<file path="src/logic/dmcp_consts.vh">
`ifndef DMCP_CONSTS_VH
`define DMCP_CONSTS_VH

// ------------------------------------------------------------
// control word layout
// ------------------------------------------------------------
`define DMCP_WORD_BITS        5'd16
`define DMCP_CNT_OVER         5'd17
`define DMCP_IDX_MSB          14
`define DMCP_IDX_LSB          8
`define DMCP_DATA_MSB         7

// ------------------------------------------------------------
// register indexes
// ------------------------------------------------------------
`define DMCP_IDX_LEFT_ATTEN   7'h10
`define DMCP_IDX_RIGHT_ATTEN  7'h11
`define DMCP_IDX_MUTE_RST_OVS 7'h12
`define DMCP_IDX_DEEMPH_DAC   7'h13
`define DMCP_IDX_FMT_FILTER   7'h14
`define DMCP_IDX_ATTEN_MODE   7'h15
`define DMCP_IDX_PHASE_FLAG   7'h16

// ------------------------------------------------------------
// reset values and writable-bit masks
// ------------------------------------------------------------
`define DMCP_RST_ATTEN        8'hff
`define DMCP_RST_ZERO         8'h00
`define DMCP_MASK_MUTE_RST    8'hc3
`define DMCP_MASK_DEEMPH_DAC  8'h73
`define DMCP_MASK_FMT_FILTER  8'h27
`define DMCP_MASK_ATTEN_MODE  8'h01
`define DMCP_MASK_PHASE_FLAG  8'h07

// ------------------------------------------------------------
// field positions
// ------------------------------------------------------------
`define DMCP_BIT_SOFT_RESET   7
`define DMCP_BIT_OVERSAMPLE   6
`define DMCP_BIT_RIGHT_MUTE   1
`define DMCP_BIT_LEFT_MUTE    0
`define DMCP_BIT_DEEMPH_EN    4
`define DMCP_BIT_RIGHT_DAC    1
`define DMCP_BIT_LEFT_DAC     0
`define DMCP_BIT_ROLLOFF      5
`define DMCP_BIT_ATTEN_MODE   0
`define DMCP_BIT_COMBINE      2
`define DMCP_BIT_POLARITY     1
`define DMCP_BIT_PHASE        0

// ------------------------------------------------------------
// codes and counts
// ------------------------------------------------------------
`define DMCP_DEEMPH_441       2'h0
`define DMCP_DEEMPH_48        2'h1
`define DMCP_DEEMPH_32        2'h2
`define DMCP_FMT_I2S          3'h4
`define DMCP_FMT_RJ16         3'h0
`define DMCP_MUTE_CODE_HALF   8'h80
`define DMCP_MUTE_CODE_FULL   8'h9a
`define DMCP_ZERO_PERIODS     1024
`define DMCP_SOFT_RESET_BIT_CLOCKS      1024

`endif

</file>
<file path="src/logic/dmcp_zero_detect.v">
`timescale 1ns/1ns
`include "dmcp_consts.vh"

module dmcp_zero_detect #(
    parameter PERIODS = `DMCP_ZERO_PERIODS,
    parameter CNT_W   = 11
) (
    // clock and reset
    input  wire             i_clk,
    input  wire             i_rst_n,
    input  wire             i_ce,
    // sample stream
    input  wire             i_clear,
    input  wire             i_period,
    input  wire             i_zero,
    // result
    output reg              o_detect
);

    localparam [CNT_W-1:0] LIMIT = PERIODS[CNT_W-1:0];

    reg [CNT_W-1:0] cnt_r;

    // ------------------------------------------------------------
    // zero-run counter, saturates at the limit
    // ------------------------------------------------------------
    always @(posedge i_clk or negedge i_rst_n) begin
        if (!i_rst_n) begin
            cnt_r    <= {CNT_W{1'b0}};
            o_detect <= 1'b0;
        end else if (i_ce) begin
            if (i_clear) begin
                cnt_r <= {CNT_W{1'b0}};
            end else if (i_period) begin
                if (!i_zero) begin
                    cnt_r <= {CNT_W{1'b0}};
                end else if (cnt_r != LIMIT) begin
                    cnt_r <= cnt_r + {{(CNT_W-1){1'b0}}, 1'b1};
                end
            end
            o_detect <= (cnt_r == LIMIT) && !i_clear;
        end
    end

endmodule

</file>
<file path="src/logic/dmcp_top.v">
// Operation
// - channel zero after 1024 zero word periods
// - zero flag active while channel zero holds
// - polarity bit inverts left/right flags active-low (serial variant only)
// - combine bit merges both channels into one
// - pin variant common flag needs both zero
// - format pin selects I2S or RJ16
// - two de-emphasis pins select rate or off
// - mute pin high mutes, low releases
// - write-only port: select, clock, data
// - word: bit15, seven-bit index, eight data
// - select rise after sixteen clocks stores data
// - indexes 10h-16h; attenuation resets to 0dB
// - 12h: reset, oversampling, right/left mute
// - 13h: de-emphasis rate, enable, DAC disables
// - 14h: rolloff bit and three-bit format
// - 15h attenuation mode; 16h flag/phase bits
// - soft reset: 1024 clocks, registers default
// - code 255 is 0dB; low codes mute
`timescale 1ns/1ns
`include "dmcp_consts.vh"

module dmcp_top #(
    parameter PIN_CONTROL = 0,
    parameter SAMPLE_W    = 24,
    parameter ZERO_CNT_W  = 11,
    parameter SOFT_RESET_BIT_CNT_W  = 11
) (
    // clock and reset
    input  wire                i_clk,
    input  wire                i_rst_n,
    input  wire                i_ce,
    // serial control port pins
    input  wire                i_port_select_n,
    input  wire                i_port_shift_clock,
    input  wire                i_port_serial_in,
    // hardware-control pins
    input  wire                i_format_pin,
    input  wire                i_deemph_sel_hi_pin,
    input  wire                i_deemph_sel_lo_pin,
    input  wire                i_mute_pin,
    // audio samples, same clock domain, word clock from pin
    input  wire                i_word_clock,
    input  wire [SAMPLE_W-1:0] i_left_sample,
    input  wire [SAMPLE_W-1:0] i_right_sample,
    // zero flags
    output reg                 o_left_zero_flag,
    output reg                 o_right_zero_flag,
    output reg                 o_common_zero_flag,
    // mode outputs
    output reg  [7:0]          o_left_atten_level,
    output reg  [7:0]          o_right_atten_level,
    output reg                 o_left_atten_mute,
    output reg                 o_right_atten_mute,
    output reg                 o_left_soft_mute,
    output reg                 o_right_soft_mute,
    output reg                 o_oversample_boost,
    output reg                 o_left_dac_disable,
    output reg                 o_right_dac_disable,
    output reg                 o_deemph_enable,
    output reg  [1:0]          o_deemph_rate_select,
    output reg                 o_rolloff_select,
    output reg  [2:0]          o_format_field,
    output reg                 o_atten_mode_select,
    output reg                 o_output_phase_invert,
    output reg                 o_soft_reset_active
);

    // ------------------------------------------------------------
    // functions
    // ------------------------------------------------------------
    // mute threshold depends on step size
    function atten_is_mute;
        input [7:0] code;
        input       mode;
        begin
            if (mode) begin
                atten_is_mute = (code <= `DMCP_MUTE_CODE_FULL);
            end else begin
                atten_is_mute = (code <= `DMCP_MUTE_CODE_HALF);
            end
        end
    endfunction

    function rising;
        input prev;
        input now;
        begin
            rising = now & ~prev;
        end
    endfunction

    // ------------------------------------------------------------
    // pin synchronisers
    // ------------------------------------------------------------
    // first stage feeds only the second stage
    reg [7:0] meta_r;
    reg [7:0] sync_r;
    reg       sck_d_r;
    reg       sel_d_r;
    reg       wck_d_r;

    wire [7:0] pins_in = {i_port_select_n, i_port_shift_clock, i_port_serial_in,
                          i_format_pin, i_deemph_sel_hi_pin, i_deemph_sel_lo_pin,
                          i_mute_pin, i_word_clock};

    always @(posedge i_clk or negedge i_rst_n) begin
        if (!i_rst_n) begin
            meta_r  <= 8'h80;
            sync_r  <= 8'h80;
            sck_d_r <= 1'b0;
            sel_d_r <= 1'b1;
            wck_d_r <= 1'b0;
        end else if (i_ce) begin
            meta_r  <= pins_in;
            sync_r  <= meta_r;
            sck_d_r <= sync_r[6];
            sel_d_r <= sync_r[7];
            wck_d_r <= sync_r[0];
        end
    end

    wire sel_n_s  = sync_r[7];
    wire sck_s    = sync_r[6];
    wire sdi_s    = sync_r[5];
    wire fmt_s    = sync_r[4];
    wire dm_hi_s  = sync_r[3];
    wire dm_lo_s  = sync_r[2];
    wire mute_s   = sync_r[1];
    wire wck_s    = sync_r[0];

    wire sck_rise = rising(sck_d_r, sck_s);
    wire sel_rise = rising(sel_d_r, sel_n_s);
    wire sel_fall = sel_d_r & ~sel_n_s;
    wire wck_rise = rising(wck_d_r, wck_s);

    // ------------------------------------------------------------
    // serial word receiver
    // ------------------------------------------------------------
    reg [15:0] shift_r;
    reg [4:0]  bit_cnt_r;

    // the port only takes writes; nothing is ever shifted out
    always @(posedge i_clk or negedge i_rst_n) begin
        if (!i_rst_n) begin
            shift_r   <= 16'h0000;
            bit_cnt_r <= 5'h00;
        end else if (i_ce) begin
            if (sel_fall) begin
                bit_cnt_r <= 5'h00;
            end else if (!sel_n_s && sck_rise) begin
                shift_r <= {shift_r[14:0], sdi_s};
                // extra clocks park the count past sixteen so the word is dropped
                if (bit_cnt_r != `DMCP_CNT_OVER) begin
                    bit_cnt_r <= bit_cnt_r + 5'h01;
                end
            end
        end
    end

    // bit 15 is left unchecked; the host keeps it zero
    wire [6:0] rx_index = shift_r[`DMCP_IDX_MSB:`DMCP_IDX_LSB];
    wire [7:0] rx_data  = shift_r[`DMCP_DATA_MSB:0];
    wire       word_ok  = sel_rise && (bit_cnt_r == `DMCP_WORD_BITS);

    // ------------------------------------------------------------
    // mode registers
    // ------------------------------------------------------------
    reg [7:0]            left_attenuation_r;
    reg [7:0]            right_attenuation_r;
    reg [7:0]            mute_reset_oversampling_r;
    reg [7:0]            deemphasis_dac_enable_r;
    reg [7:0]            format_and_filter_r;
    reg [7:0]            attenuation_mode_r;
    reg [7:0]            phase_and_flag_options_r;
    reg [SOFT_RESET_BIT_CNT_W-1:0] soft_reset_bit_cnt_r;
    reg                  soft_reset_bit_busy_r;

    localparam integer          SOFT_RESET_BIT_LAST_INT = `DMCP_SOFT_RESET_BIT_CLOCKS - 1;
    localparam [SOFT_RESET_BIT_CNT_W-1:0] SOFT_RESET_BIT_LAST     = SOFT_RESET_BIT_LAST_INT[SOFT_RESET_BIT_CNT_W-1:0];

    wire soft_reset_bit_req = word_ok && !soft_reset_bit_busy_r && (rx_index == `DMCP_IDX_MUTE_RST_OVS) &&
                    rx_data[`DMCP_BIT_SOFT_RESET];

    always @(posedge i_clk or negedge i_rst_n) begin
        if (!i_rst_n) begin
            left_attenuation_r        <= `DMCP_RST_ATTEN;
            right_attenuation_r       <= `DMCP_RST_ATTEN;
            mute_reset_oversampling_r <= `DMCP_RST_ZERO;
            deemphasis_dac_enable_r   <= `DMCP_RST_ZERO;
            format_and_filter_r       <= `DMCP_RST_ZERO;
            attenuation_mode_r        <= `DMCP_RST_ZERO;
            phase_and_flag_options_r  <= `DMCP_RST_ZERO;
            soft_reset_bit_cnt_r                <= {SOFT_RESET_BIT_CNT_W{1'b0}};
            soft_reset_bit_busy_r               <= 1'b0;
        end else if (i_ce) begin
            if (soft_reset_bit_busy_r || soft_reset_bit_req) begin
                // soft reset holds defaults and refuses writes for its whole period
                left_attenuation_r        <= `DMCP_RST_ATTEN;
                right_attenuation_r       <= `DMCP_RST_ATTEN;
                mute_reset_oversampling_r <= `DMCP_RST_ZERO;
                deemphasis_dac_enable_r   <= `DMCP_RST_ZERO;
                format_and_filter_r       <= `DMCP_RST_ZERO;
                attenuation_mode_r        <= `DMCP_RST_ZERO;
                phase_and_flag_options_r  <= `DMCP_RST_ZERO;
                if (soft_reset_bit_req) begin
                    soft_reset_bit_busy_r <= 1'b1;
                    soft_reset_bit_cnt_r  <= {SOFT_RESET_BIT_CNT_W{1'b0}};
                end else if (soft_reset_bit_cnt_r == SOFT_RESET_BIT_LAST) begin
                    soft_reset_bit_busy_r <= 1'b0;
                end else begin
                    soft_reset_bit_cnt_r <= soft_reset_bit_cnt_r + {{(SOFT_RESET_BIT_CNT_W-1){1'b0}}, 1'b1};
                end
            end else if (word_ok) begin
                case (rx_index)
                    `DMCP_IDX_LEFT_ATTEN: begin
                        left_attenuation_r <= rx_data;
                    end
                    `DMCP_IDX_RIGHT_ATTEN: begin
                        right_attenuation_r <= rx_data;
                    end
                    `DMCP_IDX_MUTE_RST_OVS: begin
                        mute_reset_oversampling_r <= rx_data & `DMCP_MASK_MUTE_RST;
                    end
                    `DMCP_IDX_DEEMPH_DAC: begin
                        deemphasis_dac_enable_r <= rx_data & `DMCP_MASK_DEEMPH_DAC;
                    end
                    `DMCP_IDX_FMT_FILTER: begin
                        format_and_filter_r <= rx_data & `DMCP_MASK_FMT_FILTER;
                    end
                    `DMCP_IDX_ATTEN_MODE: begin
                        attenuation_mode_r <= rx_data & `DMCP_MASK_ATTEN_MODE;
                    end
                    `DMCP_IDX_PHASE_FLAG: begin
                        phase_and_flag_options_r <= rx_data & `DMCP_MASK_PHASE_FLAG;
                    end
                    default: begin
                        // out-of-range index: nothing changes
                        soft_reset_bit_busy_r <= 1'b0;
                    end
                endcase
            end
        end
    end

    // ------------------------------------------------------------
    // zero detection
    // ------------------------------------------------------------
    // samples come from same-clock logic and are looked at once per word period
    wire left_is_zero  = (i_left_sample == {SAMPLE_W{1'b0}});
    wire right_is_zero = (i_right_sample == {SAMPLE_W{1'b0}});
    wire left_det;
    wire right_det;

    dmcp_zero_detect #(
        .PERIODS (`DMCP_ZERO_PERIODS),
        .CNT_W   (ZERO_CNT_W)
    ) u_zero_left (
        .i_clk    (i_clk),
        .i_rst_n  (i_rst_n),
        .i_ce     (i_ce),
        .i_clear  (soft_reset_bit_busy_r),
        .i_period (wck_rise),
        .i_zero   (left_is_zero),
        .o_detect (left_det)
    );

    dmcp_zero_detect #(
        .PERIODS (`DMCP_ZERO_PERIODS),
        .CNT_W   (ZERO_CNT_W)
    ) u_zero_right (
        .i_clk    (i_clk),
        .i_rst_n  (i_rst_n),
        .i_ce     (i_ce),
        .i_clear  (soft_reset_bit_busy_r),
        .i_period (wck_rise),
        .i_zero   (right_is_zero),
        .o_detect (right_det)
    );

    // ------------------------------------------------------------
    // zero flag shaping
    // ------------------------------------------------------------
    wire both_det    = left_det & right_det;
    wire combine_sel = phase_and_flag_options_r[`DMCP_BIT_COMBINE];
    wire polarity    = phase_and_flag_options_r[`DMCP_BIT_POLARITY];
    reg  left_flag_nxt;
    reg  right_flag_nxt;

    always @* begin
        if (PIN_CONTROL != 0) begin
            left_flag_nxt  = both_det;
            right_flag_nxt = both_det;
        end else if (combine_sel) begin
            left_flag_nxt  = both_det ^ polarity;
            right_flag_nxt = both_det ^ polarity;
        end else begin
            left_flag_nxt  = left_det ^ polarity;
            right_flag_nxt = right_det ^ polarity;
        end
    end

    always @(posedge i_clk or negedge i_rst_n) begin
        if (!i_rst_n) begin
            o_left_zero_flag   <= 1'b0;
            o_right_zero_flag  <= 1'b0;
            o_common_zero_flag <= 1'b0;
        end else if (i_ce) begin
            o_left_zero_flag   <= left_flag_nxt;
            o_right_zero_flag  <= right_flag_nxt;
            o_common_zero_flag <= both_det;
        end
    end

    // ------------------------------------------------------------
    // mode outputs, software or pin source
    // ------------------------------------------------------------
    reg [1:0] pin_rate;
    reg [2:0] fmt_nxt;

    always @* begin
        pin_rate = `DMCP_DEEMPH_441;
        case ({dm_hi_s, dm_lo_s})
            2'b01: begin
                pin_rate = `DMCP_DEEMPH_48;
            end
            2'b10: begin
                pin_rate = `DMCP_DEEMPH_441;
            end
            2'b11: begin
                pin_rate = `DMCP_DEEMPH_32;
            end
            default: begin
                pin_rate = `DMCP_DEEMPH_441;
            end
        endcase
        fmt_nxt = fmt_s ? `DMCP_FMT_RJ16 : `DMCP_FMT_I2S;
    end

    always @(posedge i_clk or negedge i_rst_n) begin
        if (!i_rst_n) begin
            o_left_atten_level    <= `DMCP_RST_ATTEN;
            o_right_atten_level   <= `DMCP_RST_ATTEN;
            o_left_atten_mute     <= 1'b0;
            o_right_atten_mute    <= 1'b0;
            o_left_soft_mute      <= 1'b0;
            o_right_soft_mute     <= 1'b0;
            o_oversample_boost    <= 1'b0;
            o_left_dac_disable    <= 1'b0;
            o_right_dac_disable   <= 1'b0;
            o_deemph_enable       <= 1'b0;
            o_deemph_rate_select  <= `DMCP_DEEMPH_441;
            o_rolloff_select      <= 1'b0;
            o_format_field        <= 3'h0;
            o_atten_mode_select   <= 1'b0;
            o_output_phase_invert <= 1'b0;
            o_soft_reset_active   <= 1'b0;
        end else if (i_ce) begin
            o_left_atten_level    <= left_attenuation_r;
            o_right_atten_level   <= right_attenuation_r;
            o_left_atten_mute     <= atten_is_mute(left_attenuation_r,
                                         attenuation_mode_r[`DMCP_BIT_ATTEN_MODE]);
            o_right_atten_mute    <= atten_is_mute(right_attenuation_r,
                                         attenuation_mode_r[`DMCP_BIT_ATTEN_MODE]);
            o_oversample_boost    <= mute_reset_oversampling_r[`DMCP_BIT_OVERSAMPLE];
            o_left_dac_disable    <= deemphasis_dac_enable_r[`DMCP_BIT_LEFT_DAC];
            o_right_dac_disable   <= deemphasis_dac_enable_r[`DMCP_BIT_RIGHT_DAC];
            o_rolloff_select      <= format_and_filter_r[`DMCP_BIT_ROLLOFF];
            o_atten_mode_select   <= attenuation_mode_r[`DMCP_BIT_ATTEN_MODE];
            o_output_phase_invert <= phase_and_flag_options_r[`DMCP_BIT_PHASE];
            o_soft_reset_active   <= soft_reset_bit_busy_r | soft_reset_bit_req;
            if (PIN_CONTROL != 0) begin
                o_left_soft_mute     <= mute_s;
                o_right_soft_mute    <= mute_s;
                o_deemph_enable      <= dm_hi_s | dm_lo_s;
                o_deemph_rate_select <= pin_rate;
                o_format_field       <= fmt_nxt;
            end else begin
                o_left_soft_mute     <= mute_reset_oversampling_r[`DMCP_BIT_LEFT_MUTE];
                o_right_soft_mute    <= mute_reset_oversampling_r[`DMCP_BIT_RIGHT_MUTE];
                o_deemph_enable      <= deemphasis_dac_enable_r[`DMCP_BIT_DEEMPH_EN];
                o_deemph_rate_select <= deemphasis_dac_enable_r[6:5];
                o_format_field       <= format_and_filter_r[2:0];
            end
        end
    end

endmodule

</file>
<file path="config.mk">
export PLATFORM = sky130hd
export DESIGN_NAME = dmcp_top
export DESIGN_NICKNAME = d
export VERILOG_FILES = /design/src/logic/dmcp_zero_detect.v /design/src/logic/dmcp_top.v
export VERILOG_INCLUDE_DIRS = /design/src /design/src/logic
export SDC_FILE = /design/constraint.sdc
export NUM_CORES = 1
export LEC_CHECK = 0
export ABC_AREA = 1
export ABC_CLOCK_PERIOD_IN_PS = 2540
export BUFFER_PORTS_ARGS = -buffer_cell sky130_fd_sc_hd__buf_2
export CAP_MARGIN = 5
export CORE_UTILIZATION = 59
export DETAILED_ROUTE_END_ITERATION = 6
export PLACE_DENSITY = 0.91
export SLEW_MARGIN = 25
export SYNTH_ARGS = -nofsm -noshare
export SYNTH_HDL_FRONTEND = slang
export SYNTH_SLANG_ARGS = --single-unit
</file>
<file path="constraint.sdc">
create_clock -name i_clk -period 2.54 [get_ports i_clk]
set_input_delay 0.508 -clock i_clk [delete_from_list [all_inputs] [get_ports i_clk]]
set_output_delay 0.508 -clock i_clk [all_outputs]
set_load 0.05 [all_outputs]
</file>
Word-level counts from Yosys, hierarchy flattened

Cells that the tools add are included.

Add/sub/neg operators: 4
Magnitude comparators: 4
Equal/unequal tests: 19
Muxes and demuxes: 43
Bitwise gates (word level): 14
Reductions and logical operators: 37

Operator list:

| operator                                                                | count |
|---|---|
| 11-bit 2-to-1 mux                                                       | 10 |
| 7-bit by 5-bit equality test with 1-bit output, second input constant   | 7 |
| 24-bit logical NOT                                                      | 2 |
| 8-bit 2-to-1 mux                                                        | 6 |
| 7-bit 2-to-1 mux                                                        | 6 |
| 3-bit AND reduction                                                     | 12 |
| 11-bit by 1-bit adder with 11-bit output, second input constant         | 3 |
| 8-bit less-or-equal comparator, second input constant                   | 4 |
| 11-bit equality test, second input constant                             | 2 |
| 11-bit inequality test, second input constant                           | 2 |
| 2-bit nonzero test                                                      | 11 |
| 6-bit 2-to-1 mux                                                        | 3 |
| 5-bit 2-to-1 mux                                                        | 3 |
| 1-bit 2-to-1 mux                                                        | 12 |
| 11-bit by 10-bit equality test with 1-bit output, second input constant | 1 |
| 3-bit 2-to-1 mux                                                        | 3 |
| 1-bit logical AND                                                       | 7 |
| 7-bit OR reduction                                                      | 1 |
| 3-bit inequality test, second input constant                            | 2 |
| 5-bit by 1-bit adder with 5-bit output, second input constant           | 1 |
| 1-bit AND                                                               | 5 |
| 5-bit equality test, second input constant                              | 1 |
| 5-bit inequality test, second input constant                            | 1 |
| 1-bit inverter                                                          | 5 |
| other kinds (8)                                                         | 11 |

Register bits after elaboration: 151
Bits of input ports: 59
Output and inout port bits: 36
Logic and storage cells: 160

Depth between registers and ports, before layout

Word-level depth: 9
Gate-level depth with buffers: 12
Mapped depth without buffers: 12

Modules after synthesis

Synthesis repeated with hierarchy kept, for this count alone.

Cell total of the unflattened synthesis: 841
Area, all modules: 6791.5 µm²

Modules (own cells, without submodules):

| module                          | instances | cells each | area an instance (µm²) | sequential area each (µm²) |
|---|---|---|---|---|
| dmcp_top                        | 1         | 610        | 5132.4                 | 2821.5 |
| dmcp_zero_detect (u_zero_left)  | 1         | 116        | 832.0                  | 300.3 |
| dmcp_zero_detect (u_zero_right) | 1         | 115        | 827.0                  | 300.3 |

Least setup slack after synthesis

No wires, ideal clock.

Kind: flip-flop to flip-flop
Start point: register bit_cnt_r[0]
End point: register attenuation_mode_r[0]
Library setup time: 0.118 ns
Data arrival time: 1.413 ns
Data required time: 2.422 ns
Slack: 1.008 ns
Stages on the path, launching flop included: 13
Buffers on the path: 2
Clock period less this slack: 1.532 ns
Path through: dfrtp_1 -> inv_1 -> ha_1 -> nand2_1 -> inv_1 -> nand2_1 -> nor2_4 -> o21a_1 -> buf_6 -> buf_6 -> nand2_1 -> nand2_1 -> nand2_1

Longest elaborated chain between the ends: 8
Elaborated cells between the ends (all ways): 10

Ends and longest elaborated chain:

| item                              | RTL line       | text |
|---|---|---|
| start, declared                   | dmcp_top.v:141 | `reg [4:0] bit_cnt_r;` |
| start signal, assigned            | dmcp_top.v:155 | `bit_cnt_r <= bit_cnt_r + 5'h01;` |
| 5-bit equality test (no line) (*) | n/a            |  |
| 1-bit logical AND (*)             | dmcp_top.v:164 | `` wire word_ok = sel_rise && (bit_cnt_r == `DMCP_WORD_BITS); `` |
| 1-bit logical AND (3 in a row)    | dmcp_top.v:182 | `` wire soft_reset_bit_req = word_ok && !soft_reset_bit_busy_r && (rx_index == `DMCP_IDX_MUTE_RST_OVS) && `` |
| 1-bit logical OR                  | dmcp_top.v:197 | `if (soft_reset_bit_busy_r \|\| soft_reset_bit_req) begin` |
| 2-bit nonzero test (no line)      | n/a            |  |
| 3-bit AND reduction (no line)     | n/a            |  |
| end signal, assigned              | dmcp_top.v:192 | `` attenuation_mode_r <= `DMCP_RST_ZERO; `` |
| end signal, assigned              | dmcp_top.v:204 | `` attenuation_mode_r <= `DMCP_RST_ZERO; `` |
| end signal, assigned              | dmcp_top.v:232 | `` attenuation_mode_r <= rx_data & `DMCP_MASK_ATTEN_MODE; `` |
| end, declared                     | dmcp_top.v:174 | `reg [7:0] attenuation_mode_r;` |

Every way passes the cells marked *; elsewhere a longest branch is shown, timed or not.
A chain may end at the register's enable or synchronous reset.

Worst setup path in the final report

Start point: register u_zero_left.cnt_r[0]
End point: register u_zero_left.cnt_r[6]

Longest elaborated chain between the ends: 5
Elaborated cells between the ends (all ways): 8

Ends and longest elaborated chain:

| item                                     | RTL line              | text |
|---|---|---|
| start, declared                          | dmcp_zero_detect.v:22 | `reg [CNT_W-1:0] cnt_r;` |
| start signal, assigned                   | dmcp_zero_detect.v:29 | `cnt_r <= {CNT_W{1'b0}};` |
| start signal, assigned                   | dmcp_zero_detect.v:33 | `cnt_r <= {CNT_W{1'b0}};` |
| start signal, assigned                   | dmcp_zero_detect.v:36 | `cnt_r <= {CNT_W{1'b0}};` |
| 11-bit by 1-bit adder with 11-bit output | dmcp_zero_detect.v:38 | `cnt_r <= cnt_r + {{(CNT_W-1){1'b0}}, 1'b1};` |
| 11-bit 2-to-1 mux                        | dmcp_zero_detect.v:37 | `end else if (cnt_r != LIMIT) begin` |
| 11-bit 2-to-1 mux                        | dmcp_zero_detect.v:35 | `if (!i_zero) begin` |
| 11-bit 2-to-1 mux                        | dmcp_zero_detect.v:34 | `end else if (i_period) begin` |
| 11-bit 2-to-1 mux                        | dmcp_zero_detect.v:32 | `if (i_clear) begin` |

Several ways; a longest one is shown, not always the timed one. The select of a mux whose other input is x is not followed.

==> Flow_metrics.wiki <==
{| class="wikitable"
! Metric !! Value
|-
| Detailed-router iteration count before antenna repair || 5
|-
| Hold buffer count at CTS || 0
|-
| Maximum count of clock buffers along a single path || 2
|-
| Required time of the critical path || 2890 ps
|-
| Count of max-cap constraint violations || 0
|-
| Most frequent standard cell in the layout excluding fill and tap cells || sky130_fd_sc_hd__nand2_1
|-
| Power density normalized to cell area || 749.2 nW/µm²
|-
| Pin count of the biggest net entering global routing || 49
|-
| Post-CTS clock slew at the launch and capture registers of the worst setup and hold paths || 60 ps
|-
| Cells after Synth || 921
|-
| Netlist cell types || 36
|-
| Setup slack after placement || 500.0 ps
|-
| Worst slew margin || 44.11%
|-
| CP endpoint kind || register
|-
| Reg2reg path depth || 9
|-
| Sequential element share of the synthesized area || 49.32%
|-
| Htree depth || 4
|-
| Fraction of final layout cells sized beyond drive strength 1 || 18.95%
|-
| GRT overflow || 0
|-
| Highest net fanout along the worst path || 11
|-
| Number of global-route vias before repair || 5995
|-
| Class of the tightest hold or removal check || primary input to async pin
|-
| Buffer cell driving the clock tree root || sky130_fd_sc_hd__clkbuf_16
|-
| Status || completed
|-
| Crit path setup slack, layout || 444.2 ps
|-
| Register bit total from synthesis || 135
|-
| Total clock buffers created by CTS || 17
|-
| Combined area of all synthesized cells || 6938 µm²
|-
| Antenna violations before repair || 0
|-
| Count of endpoints failing setup in the final report || 0
|-
| Fraction of power consumed by sequential logic || 43.9%
|-
| Setup fix buffers added after clock tree synthesis || 0
|-
| Switching Power || 1861 µW
|-
| Worst clock skew || 10.06 ps
|-
| Max Fclk || 477.2 MHz
|-
| Via count normalized by instance count || 5.429
|-
| Clock share of power || 39.4%
|-
| Final ANT Viol Nets || 0
|-
| RR Endpoint || u_zero_left.cnt_r[6]
|-
| Startpoint-to-endpoint class of the critical path || register to register
|-
| Static leakage power || 0.004134 µW
|-
| Final weighted congestion of routability-driven global placement || 0.9007
|-
| Data arrival time of the critical path || 2440 ps
|-
| Top-level port count || 95
|-
| Quantity of gates resized following cts || 0
|-
| Site Rows || 39
|-
| Launch point of the worst reg-to-reg path || u_zero_left.cnt_r[0]
|-
| Core region area || 11420 µm²
|-
| First-pass GRT wire length || 27480 µm
|-
| Internal Pwr Total || 4198 µW
|-
| Slew @ Worst Pin || 835.3 ps
|-
| Final setup TNS || 0 ps
|-
| DR DRC count || 0
|-
| Final wirelength || 16150 µm
|-
| Flop-to-flop setup slack || 440 ps
|-
| Largest stage delay on the critical path || 640 ps
|-
| Switch share || 30.71%
|-
| Die ar. || 12200 µm²
|-
| Clock tree sinks || 135
|-
| Routed wire per std cell || 13.83 µm
|-
| Number of hold violations in the final report || 0
|-
| Initial cell density of the core || 60.76%
|-
| Layout Nets || 1078
|-
| Net count after synthesis || 988
|-
| RSZ-0062 raised after global routing || no
|-
| Area Growth Syn to Fin || 16.56%
|-
| Width of the die || 110.4 µm
|-
| Worst-case vdd ir drop || 0.8458 mV
|-
| Hpwl dp || 10100 µm
|-
| Worst-skew pair later-pin latency || 420 ps
|-
| Fin crit period || 2096 ps
|-
| Warnings from Yosys || 0
|-
| Register area || 3422 µm²
|-
| Die height || 110.4 µm
|-
| Commonest cells after routing, fill and taps aside || sky130_fd_sc_hd__nand2_1 (393), sky130_fd_sc_hd__dfrtp_1 (100), sky130_fd_sc_hd__buf_2 (89)
|-
| Number of port buffers || 90
|-
| Via count || 6341
|-
| Area used by multi-input combinational logic || 3063 µm²
|-
| Period Utilization, post-route || 82.51%
|-
| Category of the worst setup path launch point || register
|-
| Post-synthesis average cell area || 7.533 µm²
|-
| Final Slew Violations || 0
|-
| Cell with the largest stage delay on the worst path || sky130_fd_sc_hd__nor2_1
|-
| Layout fillers || 832
|-
| Combinational power share || 16.6%
|-
| Starting DRT DRC Count || 665
|-
| TritonCTS clock tree || yes
|-
| Overall routing resource usage || 27.94%
|-
| Ordered cell list for the critical path || inv_1 -> ha_1 -> nand3_1 -> nor2_1 -> nand2_1 -> nor2_1 -> nor2_1 -> nand2_1 -> nand2_1
|}
==> Yosys cell counts <==
| cell type | n | area share [%] |
|---|---|---|
| sky130_fd_sc_hd__o31ai_1 | 1 | 0.11 |
| sky130_fd_sc_hd__nand2_2 | 8 | 0.72 |
| sky130_fd_sc_hd__dfrtp_1 | 100 | 36 |
| sky130_fd_sc_hd__nor2_2 | 2 | 0.18 |
| sky130_fd_sc_hd__o21ai_0 | 32 | 2.3 |
| sky130_fd_sc_hd__o211ai_1 | 1 | 0.11 |
| sky130_fd_sc_hd__nor3_1 | 26 | 1.9 |
| sky130_fd_sc_hd__inv_2 | 4 | 0.22 |
| sky130_fd_sc_hd__xnor2_1 | 4 | 0.50 |
| sky130_fd_sc_hd__nand2_1 | 393 | 21 |
| sky130_fd_sc_hd__nor2_4 | 2 | 0.32 |
| sky130_fd_sc_hd__buf_2 | 5 | 0.36 |
| sky130_fd_sc_hd__ha_1 | 8 | 1.4 |
| sky130_fd_sc_hd__a31oi_1 | 3 | 0.27 |
| sky130_fd_sc_hd__dfstp_2 | 35 | 13 |
| sky130_fd_sc_hd__o21ai_2 | 1 | 0.13 |
| sky130_fd_sc_hd__buf_4 | 3 | 0.32 |
| sky130_fd_sc_hd__or2_1 | 1 | 0.090 |
| sky130_fd_sc_hd__a21boi_0 | 1 | 0.11 |
| sky130_fd_sc_hd__o21a_1 | 1 | 0.11 |
| sky130_fd_sc_hd__a21oi_1 | 10 | 0.72 |
| sky130_fd_sc_hd__nor2_8 | 1 | 0.29 |
| sky130_fd_sc_hd__o22ai_1 | 1 | 0.090 |
| sky130_fd_sc_hd__or2_2 | 3 | 0.27 |
| sky130_fd_sc_hd__nand3_4 | 1 | 0.25 |
| sky130_fd_sc_hd__o21ai_1 | 1 | 0.072 |
| sky130_fd_sc_hd__nand4_1 | 25 | 2.3 |
| sky130_fd_sc_hd__nand3_2 | 4 | 0.58 |
| sky130_fd_sc_hd__clkbuf_1 | 13 | 0.70 |
| sky130_fd_sc_hd__buf_1 | 3 | 0.16 |
| sky130_fd_sc_hd__inv_1 | 67 | 3.6 |
| sky130_fd_sc_hd__nor2_1 | 86 | 4.7 |
| sky130_fd_sc_hd__nand3_1 | 59 | 4.3 |
| sky130_fd_sc_hd__buf_6 | 7 | 1.1 |
| sky130_fd_sc_hd__xor2_1 | 8 | 1.0 |
| sky130_fd_sc_hd__nand3b_2 | 1 | 0.16 |
==> metrics by stage <==
step / utilization (%) / power (µW) / hold slack (ps) / cells / cell area [µm²]
finish: 70.82 / 6059 / 14.61 / 1168 / 8087
global route: 70.80 / 6323 / 41.22 / 1167 / 8084
CTS: 70.80 / 6080 / 34.03 / 1167 / 8084
detailed placement: 65.70 / 3673 / 451.3 / 1135 / 7502
global placement: 65.70 / 3632 / 448.6 / 1135 / 7502
floorplan: - / 3372 / 212.4 / 921 / 6938
==> cell families after synthesis <==
group,Yosys count,share of synthesized area [%]
simple gates,612,37.17
flops,135,49.32
buf+inv,102,6.528
compound gates,52,4.022
xor+xnor,12,1.515
fa+ha+maj,8,1.443
==> power by group through the flow <==
stage | Combinational (µW) | Sequential, µW | Clock (µW)
finish | 1010 | 2660 | 2390
global route | 1120 | 2690 | 2510
CTS | 1010 | 2650 | 2420
detailed placement | 990 | 2680 | 0
global placement | 958 | 2670 | 0
floorplan | 504 | 2870 | 0
==> flip-flops by register name (all words and copies together), names as in the netlist, 2 cells and up <==
name / cells
shift_r: 15
soft_reset_bit_cnt_r: 11
u_zero_left.cnt_r: 11
u_zero_right.cnt_r: 11
left_attenuation_r: 8
o_left_atten_level: 8
o_right_atten_level: 8
right_attenuation_r: 8
bit_cnt_r: 5
deemphasis_dac_enable_r: 5
format_and_filter_r: 4
meta_r: 4
sync_r: 4
mute_reset_oversampling_r: 3
o_format_field: 3
phase_and_flag_options_r: 3
o_deemph_rate_select: 2
==> area by class of cell <==
class / count / share of cell area, %
inverters: 71 / 3.296
flip-flops and latches: 135 / 42.32
repair buffers: 102 / 7.071
clock buffers: 23 / 6.452
clock inverters: 9 / 0.7427
diodes: 1 / 0.03095
well taps: 143 / 2.213
multi-input cells: 684 / 37.88
==> worst max path at each step <==
stage                               from                      end  slack, ps  cells after the start
CTS                         bit_cnt_r[0]  soft_reset_bit_cnt_r[9]        510                     11
detailed placement                  i_ce    u_zero_right.cnt_r[9]        500                      7
finish              u_zero_left.cnt_r[0]     u_zero_left.cnt_r[6]        440                      9
global placement                    i_ce    u_zero_right.cnt_r[9]        560                      7
global route        u_zero_left.cnt_r[0]     u_zero_left.cnt_r[6]        300                      9
floorplan                   bit_cnt_r[0]    attenuation_mode_r[0]       1010                     12
==> critical path, delay by kind of cell (launching register included) <==
kind / cells / cell delay, ps
and+or+nand+nor: 7 / 1210
adders and majority gates: 1 / 210
buffers and inverters: 1 / 110
DFF: 1 / 500
==> per-layer routing <==
layer  track usage (%)  part of all wire (%)  routed length (µm)  vias to the layer above
met5                 0                     0                   0                        -
met4             12.44                   2.4                 390                        0
met3             6.806                   5.7                 927                       39
met2             44.93                    48                7709                      232
met1             35.96                    44                7126                     2984
li1                  -                     -                   -                     3086
(Power assumes the default switching activity.)
